### src/shared/alu_slice_pkg.sv
// Purpose: constants and types for the rotate/subtract datapath slice
// Assumes: 8-bit data, 7-bit file address, one instruction clock
// Notes: none
package alu_slice_pkg;
  localparam int DATA_W = 8;
  localparam int ADDR_W = 7;
  localparam int NIB_W = 4;
  localparam logic [7:0] ACC_RESET = 8'h00;
  localparam logic [6:0] ADDR_MAX = 7'h7f;
  localparam int RETURN_CYCLES = 2;
  localparam logic [1:0] RETURN_LAST = 2'h1;
  localparam logic DEST_ACC = 1'h0;
  localparam logic DEST_FILE = 1'h1;

  typedef enum logic [2:0] {
    OP_NONE,
    OP_ROTATE_RIGHT,
    OP_ROTATE_LEFT,
    OP_LITERAL_MINUS_ACC,
    OP_RETURN_WITH_LITERAL
  } op_type;

  typedef struct packed {
    op_type op;
    logic dest;
    logic [6:0] addr;
    logic [7:0] literal;
    logic [7:0] file_data;
  } request_type;

  typedef struct packed {
    logic carry;
    logic nibble_carry;
    logic zero;
  } flags_type;
endpackage : alu_slice_pkg

### src/rtl/rotate_subtract_alu_slice.sv
// Purpose: rotate-through-carry, literal-minus-accumulator and return-with-literal slice
// Assumes: decoder issues one request per cycle while o_BUSY is low; file data arrives with request
// Notes: flags and accumulator are held here; file write-back and pc reload are one-cycle strobes
`timescale 1ns/1ps

// What this block does
// [RL1] rotate right shifts file register right through carry; old carry to bit 7
// [RL2] rotate destination 0 writes accumulator, 1 writes back the file register
// [RL3] literal-minus-accumulator computes literal minus accumulator in two's complement
// [RL4] the difference always goes to accumulator; carry, nibble carry, zero updated
// [RL5] carry is 0 when accumulator exceeds literal; nibble carry likewise on low nibble
// [RL6] return-with-literal takes two instruction cycles
// [RL7] return-with-literal loads accumulator with literal and reloads pc from stack top
// [RL8] rotate left goes through carry, same destination choice, touches carry only
module rotate_subtract_alu_slice (
  input wire logic I_CORE_CLK,
  input wire logic I_RESET,
  input wire logic I_VALID,
  input wire alu_slice_pkg::request_type I_REQ,
  output logic O_BUSY,
  output logic [7:0] O_ACC,
  output alu_slice_pkg::flags_type O_FLAGS,
  output logic O_FILE_WE,
  output logic [6:0] O_FILE_ADDR,
  output logic [7:0] O_FILE_DATA,
  output logic O_PC_RELOAD,
  output logic O_DONE
);

  // state toward the core; each register has its own next value
  logic [7:0] acc_reg;
  logic [7:0] acc_next;
  alu_slice_pkg::flags_type flags_reg;
  alu_slice_pkg::flags_type flags_next;
  logic file_we_reg;
  logic file_we_next;
  logic [6:0] file_addr_reg;
  logic [6:0] file_addr_next;
  logic [7:0] file_data_reg;
  logic [7:0] file_data_next;
  logic pc_reload_reg;
  logic pc_reload_next;
  logic done_reg;
  logic done_next;
  logic [1:0] ret_count_reg;
  logic [1:0] ret_count_next;
  logic busy_reg;
  logic busy_next;
  alu_slice_pkg::flags_type rot_flags;
  alu_slice_pkg::flags_type sub_flags;

  // one opcode compare, shared by every decode line
  function automatic logic op_is(
    input alu_slice_pkg::op_type code,
    input alu_slice_pkg::op_type want
  );
    op_is = code == want;
  endfunction : op_is

  // the top bit of a widened difference is the borrow; carry is its inverse
  function automatic logic no_borrow(
    input logic top_bit
  );
    no_borrow = !top_bit;
  endfunction : no_borrow

  // request decode; codes the slice does not know are taken and do nothing
  wire take = I_VALID && !busy_reg;
  wire is_rr = op_is(I_REQ.op, alu_slice_pkg::OP_ROTATE_RIGHT);
  wire is_rl = op_is(I_REQ.op, alu_slice_pkg::OP_ROTATE_LEFT);
  wire is_sub = op_is(I_REQ.op, alu_slice_pkg::OP_LITERAL_MINUS_ACC);
  wire is_ret = op_is(I_REQ.op, alu_slice_pkg::OP_RETURN_WITH_LITERAL);
  wire is_rot = is_rr || is_rl;
  wire take_rot = take && is_rot;
  wire take_sub = take && is_sub;
  wire take_ret = take && is_ret;
  wire take_single = take && (is_rot || is_sub);

  // rotations through carry; inner bits move one place, the end bits meet the carry
  wire [7:0] rr_result;
  wire [7:0] rl_result;
  generate
    for (genvar bit_idx = 0; bit_idx < alu_slice_pkg::DATA_W - 1; bit_idx = bit_idx + 1) begin : g_shift
      assign rr_result[bit_idx] = I_REQ.file_data[bit_idx + 1]; // [RL1]
      assign rl_result[bit_idx + 1] = I_REQ.file_data[bit_idx]; // [RL8]
    end
  endgenerate
  assign rr_result[7] = flags_reg.carry; // [RL1]
  assign rl_result[0] = flags_reg.carry; // [RL8]
  wire rr_carry = I_REQ.file_data[0]; // [RL1]
  wire rl_carry = I_REQ.file_data[7]; // [RL8]
  wire [7:0] rot_result = is_rr ? rr_result : rl_result;
  wire rot_carry = is_rr ? rr_carry : rl_carry;
  // the destination bit only steers the result; the decoder must forward a pending write-back
  wire rot_to_file = I_REQ.dest == alu_slice_pkg::DEST_FILE; // [RL2]
  wire rot_to_acc = I_REQ.dest == alu_slice_pkg::DEST_ACC; // [RL2]
  wire [6:0] rot_addr = I_REQ.addr; // [RL1]

  // subtraction in nine and five bits so that both borrows fall out directly
  wire [8:0] diff = {1'h0, I_REQ.literal} - {1'h0, acc_reg}; // [RL3]
  wire [4:0] nib_diff = {1'h0, I_REQ.literal[3:0]} - {1'h0, acc_reg[3:0]}; // [RL5]
  wire [7:0] sub_result = diff[7:0]; // [RL3]
  wire sub_carry = no_borrow(diff[8]); // [RL5]
  wire sub_nibble = no_borrow(nib_diff[4]); // [RL5]
  wire sub_zero = sub_result == 8'h00; // [RL4]

  // rotates keep nibble carry and zero; the subtraction replaces all three
  assign rot_flags = '{carry: rot_carry, nibble_carry: flags_reg.nibble_carry, zero: flags_reg.zero}; // [RL8]
  assign sub_flags = '{carry: sub_carry, nibble_carry: sub_nibble, zero: sub_zero}; // [RL4]

  // return sequencing: the count is loaded on take and walks down to the last cycle
  wire [1:0] ret_start = 2'(alu_slice_pkg::RETURN_CYCLES - 1); // [RL6]
  wire ret_last = ret_count_reg == alu_slice_pkg::RETURN_LAST;
  wire ret_finish = busy_reg && ret_last; // [RL6]

  // next values; acc, flags, file address and data hold unless their op is taken; the write, pc and done strobes clear
  assign acc_next = (take_rot && rot_to_acc) ? rot_result // [RL2]
    : take_sub ? sub_result // [RL4]
    : take_ret ? I_REQ.literal // [RL7]
    : acc_reg;
  assign flags_next = take_rot ? rot_flags : take_sub ? sub_flags : flags_reg;
  assign file_we_next = take_rot && rot_to_file; // [RL2]
  assign file_addr_next = take_rot ? rot_addr : file_addr_reg;
  assign file_data_next = take_rot ? rot_result : file_data_reg;
  assign ret_count_next = take_ret ? ret_start // [RL6]
    : ret_finish ? 2'h0
    : busy_reg ? ret_count_reg - 2'h1
    : ret_count_reg;
  assign busy_next = take_ret || (busy_reg && !ret_last); // [RL6]
  assign pc_reload_next = ret_finish; // [RL7]
  assign done_next = take_single || ret_finish; // [RL6]

  // accumulator
  always_ff @(posedge I_CORE_CLK or posedge I_RESET) begin
    if (I_RESET) begin
      acc_reg <= alu_slice_pkg::ACC_RESET;
    end else begin
      acc_reg <= acc_next;
    end
  end

  // status flags
  always_ff @(posedge I_CORE_CLK or posedge I_RESET) begin
    if (I_RESET) begin
      flags_reg <= '0;
    end else begin
      flags_reg <= flags_next;
    end
  end

  // write strobe lasts one cycle; literal subtraction never writes a file register
  always_ff @(posedge I_CORE_CLK or posedge I_RESET) begin
    if (I_RESET) begin
      file_we_reg <= 1'h0;
    end else begin
      file_we_reg <= file_we_next;
    end
  end

  // address and data stand until the next rotate
  always_ff @(posedge I_CORE_CLK or posedge I_RESET) begin
    if (I_RESET) begin
      file_addr_reg <= '0;
    end else begin
      file_addr_reg <= file_addr_next;
    end
  end

  // held so the core may latch it on any cycle of the strobe
  always_ff @(posedge I_CORE_CLK or posedge I_RESET) begin
    if (I_RESET) begin
      file_data_reg <= '0;
    end else begin
      file_data_reg <= file_data_next;
    end
  end

  // return cycle counter
  always_ff @(posedge I_CORE_CLK or posedge I_RESET) begin
    if (I_RESET) begin
      ret_count_reg <= 2'h0;
    end else begin
      ret_count_reg <= ret_count_next;
    end
  end

  // busy refuses the request that lands in the second return cycle; it is not queued
  always_ff @(posedge I_CORE_CLK or posedge I_RESET) begin
    if (I_RESET) begin
      busy_reg <= 1'h0;
    end else begin
      busy_reg <= busy_next;
    end
  end

  // pc reload comes with done, in the cycle after the last return cycle
  always_ff @(posedge I_CORE_CLK or posedge I_RESET) begin
    if (I_RESET) begin
      pc_reload_reg <= 1'h0;
    end else begin
      pc_reload_reg <= pc_reload_next;
    end
  end

  always_ff @(posedge I_CORE_CLK or posedge I_RESET) begin
    if (I_RESET) begin
      done_reg <= 1'h0;
    end else begin
      done_reg <= done_next;
    end
  end

  // every output is a register, so the core sees no path through the slice
  assign O_ACC = acc_reg;
  assign O_FLAGS = flags_reg;
  assign O_FILE_WE = file_we_reg;
  assign O_FILE_ADDR = file_addr_reg;
  assign O_FILE_DATA = file_data_reg;
  assign O_PC_RELOAD = pc_reload_reg;
  assign O_DONE = done_reg;
  assign O_BUSY = busy_reg;

endmodule : rotate_subtract_alu_slice

### config.mk
export PLATFORM = sky130hd
export DESIGN_NAME = rotate_subtract_alu_slice
export DESIGN_NICKNAME = d
export VERILOG_FILES = /design/src/shared/alu_slice_pkg.sv /design/src/rtl/rotate_subtract_alu_slice.sv
export SDC_FILE = /design/constraint.sdc
export NUM_CORES = 1
export LEC_CHECK = 0
export ABC_CLOCK_PERIOD_IN_PS = 6240
export BUFFER_PORTS_ARGS = -buffer_cell sky130_fd_sc_hd__clkbuf_2
export CORE_MARGIN = 3
export CORE_UTILIZATION = 54
export DETAILED_ROUTE_END_ITERATION = 12
export HOLD_SLACK_MARGIN = 0.08
export PLACE_DENSITY_LB_ADDON = 0.25
export SYNTH_ARGS = -nofsm -noshare
export SYNTH_HDL_FRONTEND = slang
export SYNTH_SLANG_ARGS = --single-unit
### constraint.sdc
create_clock -name I_CORE_CLK -period 6.24 [get_ports I_CORE_CLK]
set_clock_uncertainty 0.1 [all_clocks]
set_input_delay 0.624 -clock I_CORE_CLK [delete_from_list [all_inputs] [get_ports I_CORE_CLK]]
set_output_delay 0.624 -clock I_CORE_CLK [all_outputs]
set_load 0.02 [all_outputs]
==> results of run 1 <==
[power groups by stage]
stage / clock network, mW / logic [mW] / registers (mW)
after floorplan: 0 / 0.239 / 0.418
after global placement: 0 / 0.451 / 0.335
after detailed placement: 0 / 0.458 / 0.338
after CTS: 0.131 / 0.461 / 0.335
after global routing: 0.143 / 0.506 / 0.345
final: 0.127 / 0.459 / 0.335
[final timing paths]
| path | from | cells past startpoint | slack, ns | endpoint |
|---|---|---|---|---|
| max | I_REQ[8] | 10 | 3.87 | O_FLAGS[0]$_DFFE_PP0P_ |
| min | I_RESET | 3 | 0.23 | O_BUSY$_DFF_PP0_ |
| max reg2reg | O_ACC[0]$_DFFE_PP0P_ | 8 | 3.88 | O_FLAGS[0]$_DFFE_PP0P_ |
| min reg2reg | O_FLAGS[1]$_DFFE_PP0P_ | 2 | 0.38 | O_FLAGS[1]$_DFFE_PP0P_ |
| max in group asynchronous | I_RESET | 3 | 5.52 | O_ACC[0]$_DFFE_PP0P_ |
| min in group I_CORE_CLK | O_FLAGS[1]$_DFFE_PP0P_ | 2 | 0.38 | O_FLAGS[1]$_DFFE_PP0P_ |
[Yosys cell counts, types with 3 or more instances]
cell type   n  area, um^2
mux2_2      7        78.8
ha_1        9         113
a21o_1      3        22.5
a211oi_1    5        37.5
o221ai_1    3        26.3
a21oi_1    10        50.1
nor3_1      3        15.0
nand2b_1    4        25.0
nor2_1     14        52.6
xnor2_1     4        35.0
mux2i_1    10         100
inv_1      15        56.3
o21ai_1     4        20.0
o21ai_0    11        55.1
nand2_1    22        82.6
dfrtp_1    32         801
[worst max-delay path, delay by kind of cell]
kind	cells	cell delay [ns]
AOI/OAI and AO/OA	3	0.69
xor gates and xnor gates	1	0.21
adders and majority gates	2	0.60
buffers and inverters	2	0.13
and+or+nand+nor	2	0.26
[logic make-up after synthesis]
family / after synthesis
mux: 17
compound gates: 50
xor+xnor: 6
fa+ha+maj: 10
flops: 32
buf+inv: 20
simple gates: 55
[final cells by class]
cell class	count	area (um^2)	share of cell area
Clock inverter	1	7.51	0.00334
Inverter	15	56.3	0.0250
Tap cell	44	55.1	0.0245
Multi-Input combinational cell	138	965	0.429
Clock buffer	7	55.1	0.0245
Sequential cell	32	801	0.356
Timing Repair Buffer	61	310	0.138
[per-layer routing]
layer,track usage,share of wire,vias to the layer above
li1,-,-,799
met1,0.293,0.44,770
met2,0.353,0.46,55
met3,0.0589,0.079,8
met4,0.0686,0.014,0
met5,0,0,-
[through the flow]
stage | instance area [um^2] | worst slack, ns | std cells
6_report | 2250 | 3.87 | 298
5_1_grt | 2250 | 3.71 | 298
4_1_cts | 2250 | 3.89 | 298
3_5_place_dp | 2190 | 3.54 | 290
3_3_place_gp | 2190 | 3.62 | 290
2_1_floorplan | 1850 | 3.80 | 190
==> results.md, run 1 <==
- Run status: complete, no violations
- NetSw: 0.401 mW
- Hold Path Class: in2async
- EDFF count, synth: 0
- IO Count: 60
- N_diodes: 0
- Slew Viols, Final: 0
- CTS tree: built
- Adder-Cell Fraction of Synth Area: 0.0717
- Initial antenna violation count: 0
- DR WL/cell: 14.0 um
- Synth Warn #: 0
- Static Leak: 1.15 nW
- Multiplexer share of the synthesized area: 0.0967
- CTS buffer count: 5
- Reg clk slew, reported paths: 0.10 ns
- Drt pass-1 iters: 4
- Crit-path cells: clkbuf_2, inv_1, ha_1, fa_1, nand2b_1, a21oi_1, a31oi_1, xnor2_1, nor3_1, a32o_1
- Area Overhead vs Synth: 21.6%
- Pint: 0.519 mW
- Final Net Count: 293
- RSZ-0062 raised after global routing: no
- Final setup fails: 0
- Worst-skew pair later-pin latency: 0.33 ns
- Cells after Synth: 190
- CTS Sinks: 32
- CP Data Required Time: 6.37 ns
- Sequential share of power: 0.364
- Post_cts resized: 0
- Fillers: 268
- Post-Route Utilization: 0.713
- Compound-Gate Fraction of Synth Area: 0.181
- Main synth FF type: dfrtp_1
- Synthesized Nets: 230
- Final TNS setup: 0 ns
- Die H: 64.5 um
- H-tree depth: 2
- Critical path type: in2reg
- Count of final hold-check violations: 0
- Pwr per Cell Area: 409 mW/mm^2
- Pin count of the biggest net entering global routing: 33
- Post-CTS Hold Buffers: 0
- CP max stage delay: 0.40 ns
- Sw frac: 0.436
- Clock share of power: 0.138
- Unique masters post-synth: 43
- Total power: 0.920 mW
- Global-route wire length before repair: 7190 um
- Worst vdd ir: 0.234 mV
- DRC viols: 0
- Routed wire length: 4170 um
- Root Driver: clkbuf_4
- Std-Cell Rows: 20
- Ys async rst share: 1.00
- Tcrit/Tclk final: 0.380
- Post-DP HPWL: 3270 um
- Via count: 1632
- Total grt overflow: 0
- Antenna Nets Post-Route: 0
- Startpoint Class: input port
- Share of cells above drive strength 1: 0.323
- Post-synthesis area per instance: 9.74 um^2
- Core area: 0.00315 mm^2
- Logic pwr share: 0.499
- Combinational family with the most area after synthesis: compound AO/OA/AOI/OAI gates
- Syn Std Cell Area: 0.00185 mm^2
- Slew @ Worst Pin: 0.567 ns
- Hold Slack: 0.235 ns
- Die width: 64.5 um
- Crit Path Max Fanout: 3
- Initial drt markers: 102
- Port Buffer Count: 59
- Post-CTS setup buffer count: 0
- Commonest non-fill, non-tap cells in the layout: clkbuf_2, dfrtp_1, nand2_1
- All-layer global routing usage: 0.221
- Final min period: 2.37 ns
- FMAX: 422 MHz
- RePlAce Congestion: 0.890
- Bufs on Longest Clock Path: 2
- Most common cell after layout, fill and taps aside: clkbuf_2
- Setup crit end kind: flip-flop
- Slew headroom: 0.621
- Vias per Instance: 5.48
- XOR/XNOR Fraction of Synth Area: 0.0284
- Vias in the first global route: 1568
- Seq/Total Area, Yosys: 0.433
- Critical path's slowest cell: fa_1
- Crit path arrival time: 2.50 ns
- MaxCap Viol Count: 0
- Initial core utilization: 0.587
- Register bit total from synthesis: 32
- Simple-gate share of the synthesized area: 0.143
- DIE AREA: 0.00417 mm^2
Note: power is estimated with default switching activity, not from simulation.
==> inputs of run 2 (changes only) <==
--- a/config.mk
+++ b/config.mk
@@ -5,10 +5,11 @@
 export SDC_FILE = /design/constraint.sdc
 export NUM_CORES = 1
 export LEC_CHECK = 0
-export ABC_CLOCK_PERIOD_IN_PS = 6240
+export ABC_AREA = 1
+export ABC_CLOCK_PERIOD_IN_PS = 2110
 export BUFFER_PORTS_ARGS = -buffer_cell sky130_fd_sc_hd__clkbuf_2
 export CORE_MARGIN = 3
-export CORE_UTILIZATION = 54
+export CORE_UTILIZATION = 47
 export DETAILED_ROUTE_END_ITERATION = 12
 export HOLD_SLACK_MARGIN = 0.08
 export PLACE_DENSITY_LB_ADDON = 0.25
==> constraint.sdc (replaced) <==
create_clock -name I_CORE_CLK -period 2.11 [get_ports I_CORE_CLK]
set_clock_uncertainty 0.1 [all_clocks]
set_input_delay 0.211 -clock I_CORE_CLK [delete_from_list [all_inputs] [get_ports I_CORE_CLK]]
set_output_delay 0.211 -clock I_CORE_CLK [all_outputs]
set_load 0.02 [all_outputs]
==> run 2 against run 1 <==
Compared with the run above: sequential share of layout area fell by 5.1 points; first-iteration DRC count rose by 11%; critical path type is now reg2reg; utilization fell by 8.0 points; critical endpoint unchanged; non-clock buffer count rose by 10; count of clock-buffer cells in the layout fell by 2; flip-flop and latch count did not move; clock power rose to 4.7 times the previous value; highest routed layer unchanged; final cell count rose by 40%; die area rose by 27%.
==> results.md, run 2 <==
- Run status: complete, no violations
- Total power: 2.74 mW
- Hold Path Class: in2reg
- Final setup fails: 0
- Cells after Synth: 295
- M1 WL: 2280 um
- MaxCap Viol Count: 0
- Total grt overflow: 0
- DR WL/cell: 12.4 um
- Hold Slack: 0.152 ns
- Count of final hold-check violations: 0
- Crit-path cells: ha_1, fa_1, inv_1, nand2_1, nand2_1, nand2_1, nand2_1, nand3_1, nor2_1, nand3_1, nand2_1
- Global-route wire length before repair: 8910 um
- Crit path arrival time: 2.00 ns
- Post-Place Cells: 401
- Vias in the first global route: 2007
- Met2 Routed Length: 2540 um
- Commonest non-fill, non-tap cells in the layout: nand2_1, clkbuf_2, inv_1
- CP Data Required Time: 2.25 ns
- Area leader, netlist: dfrtp_1
- Ys async rst share: 1.00
- Slew headroom: 0.727
- Main synth FF type: dfrtp_1
- Worst-skew pair later-pin latency: 0.29 ns
- Pin count of the biggest net entering global routing: 33
- Synth top area cells: dfrtp_1, nand2_1, inv_1
- Initial drt markers: 113
- Setup crit end kind: flip-flop
- Sw frac: 0.421
- Final Net Count: 407
- Synth top cells by count: nand2_1, inv_1, dfrtp_1, nor2_1, nand3_1
- Routed wire length: 5190 um
- Vias per Instance: 4.80
- Initial core utilization: 0.504
- Worst vdd ir: 0.614 mV
- IO Count: 60
- Static Leak: 1.55 nW
- Critical path type: reg2reg
- Most common cell after layout, fill and taps aside: nand2_1
- RePlAce Congestion: 0.909
- Post-Route Utilization: 0.633
- EDFF count, synth: 0
- DIE AREA: 0.00528 mm^2
- Syn Std Cell Area: 0.00209 mm^2
- Slew Viols, Final: 0
- Initial antenna violation count: 0
- Via count: 2006
- Startpoint Class: flip-flop
- Worst path buffer plus inverter count: 1
- Cell with the most instances on the worst path: nand2_1
- Final min period: 1.86 ns
- N_diodes: 0
- Port Buffer Count: 59
- Share of cells above drive strength 1: 0.247
- Die width: 72.6 um
- Seq/Total Area, Yosys: 0.384
- Antenna Nets Post-Route: 0
- Core area: 0.00414 mm^2
- Root Driver: clkbuf_8
- RSZ-0062 raised after global routing: no
- Fillers: 417
- Register bit total from synthesis: 32
- DRC viols: 0
- DR WL met3: 270 um
- Top delay family on crit path: adder cells
- Post-synthesis area per instance: 7.07 um^2
- Logic pwr share: 0.447
- Unique masters post-synth: 32
- Synth Warn #: 0
- Critical path's slowest cell: dfrtp_1
- NetSw: 1.15 mW
- Slew @ Worst Pin: 0.409 ns
- CTS buffer count: 5
- CTS tree: built
- Reg clk slew, reported paths: 0.08 ns
- Post-CTS setup buffer count: 0
- CTS Sinks: 32
- Count leader, synth: nand2_1
- Sequential share of power: 0.334
- Drt pass-1 iters: 4
- Pwr per Cell Area: 1040 mW/mm^2
- H-tree depth: 2
- Post-DP HPWL: 3920 um
- Pint: 1.59 mW
- CP max stage delay: 0.41 ns
- Final TNS setup: 0 ns
- Crit Path Max Fanout: 3
- Finished Layout Cells: 418
- Top Metal Used: met4
- Top cell type's share of synthesized area: 0.384
- Std-Cell Rows: 23
- Post-CTS Hold Buffers: 9
- Die H: 72.6 um
- Post_cts resized: 0
- Synthesized Nets: 335
- Tcrit/Tclk final: 0.883
- All-layer global routing usage: 0.217
- Clock share of power: 0.219
- FMAX: 537 MHz
- Bufs on Longest Clock Path: 2
- Area Overhead vs Synth: 25.7%
==> run 2: cell types whose count changed after synthesis, moves of 4 or more <==
cell,previous run,this run
nor2_1,14,18
mux2_2,7,0
nand3_1,2,14
inv_1,15,44
nand2_1,22,110
a211oi_1,5,0
mux2i_1,10,0
nand2b_1,4,0
nand3b_1,0,5
==> run 2: final cells by class <==
cell class	count	area, um^2	area share
clock buffers	5	68.8	0.0262
clock inverters	3	42.5	0.0162
inverters	50	198	0.0753
multi-input cells	207	1040	0.398
flip-flops and latches	32	801	0.305
well taps	50	62.6	0.0238
repair buffers	71	408	0.155
==> run 2: final timing paths <==
path | from | endpoint | slack [ns] | depth (start not counted)
max | O_ACC[0]$_DFFE_PP0P_ | O_FLAGS[0]$_DFFE_PP0P_ | 0.25 | 11
min | I_VALID | O_DONE$_DFF_PP0_ | 0.15 | 3
max reg2reg | O_ACC[0]$_DFFE_PP0P_ | O_FLAGS[0]$_DFFE_PP0P_ | 0.25 | 11
min reg2reg | O_FILE_ADDR[2]$_DFFE_PP0N_ | O_FILE_ADDR[2]$_DFFE_PP0N_ | 0.38 | 2
max in group asynchronous | I_RESET | O_ACC[6]$_DFFE_PP0P_ | 1.17 | 4
min in group asynchronous | I_RESET | O_ACC[4]$_DFFE_PP0P_ | 0.43 | 4
==> run 2: kinds of logic (layout without fill, tap and decap cells) <==
kind of cell               after synthesis  in the layout  synth area share
and+or+nand+nor                        164            164             0.345
adders and majority gates               10             10            0.0636
DFF                                     32             32             0.384
buffers and inverters                   56            129             0.116
AOI/OAI and AO/OA                       32             32            0.0869
xor gates and xnor gates                 1              1           0.00420
==> run 2: power by group through the flow <==
stage | Combinational [mW] | Clock [mW] | Sequential (mW)
after global routing | 1.40 | 0.630 | 0.938
after floorplan | 0.669 | 0 | 1.11
final | 1.22 | 0.600 | 0.916
after CTS | 1.24 | 0.608 | 0.916
after detailed placement | 1.22 | 0 | 0.926
after global placement | 1.19 | 0 | 0.919
==> run 2: per-stage QoR <==
step,setup WS [ns],instance area [um^2]
2_1_floorplan,0.314,2090
3_3_place_gp,0.304,2420
3_5_place_dp,0.246,2420
4_1_cts,0.236,2620
5_1_grt,0.0718,2620
6_report,0.246,2620
==> run 2: worst register-to-register path: stages (launching register included) <==
cell and delay (ns):
dfrtp_1 0.41, ha_1 0.23, fa_1 0.41, inv_1 0.09
nand2_1 0.09, nand2_1 0.06, nand2_1 0.04, nand2_1 0.08
nand3_1 0.08, nor2_1 0.09, nand3_1 0.07, nand2_1 0.05
==> run 2: metal layers <==
| layer | global-route usage | up-vias |
|---|---|---|
| met5 | 0 | - |
| met4 | 0.0840 | 0 |
| met3 | 0.0441 | 8 |
| met2 | 0.371 | 52 |
| met1 | 0.269 | 888 |
| li1 | - | 1058 |
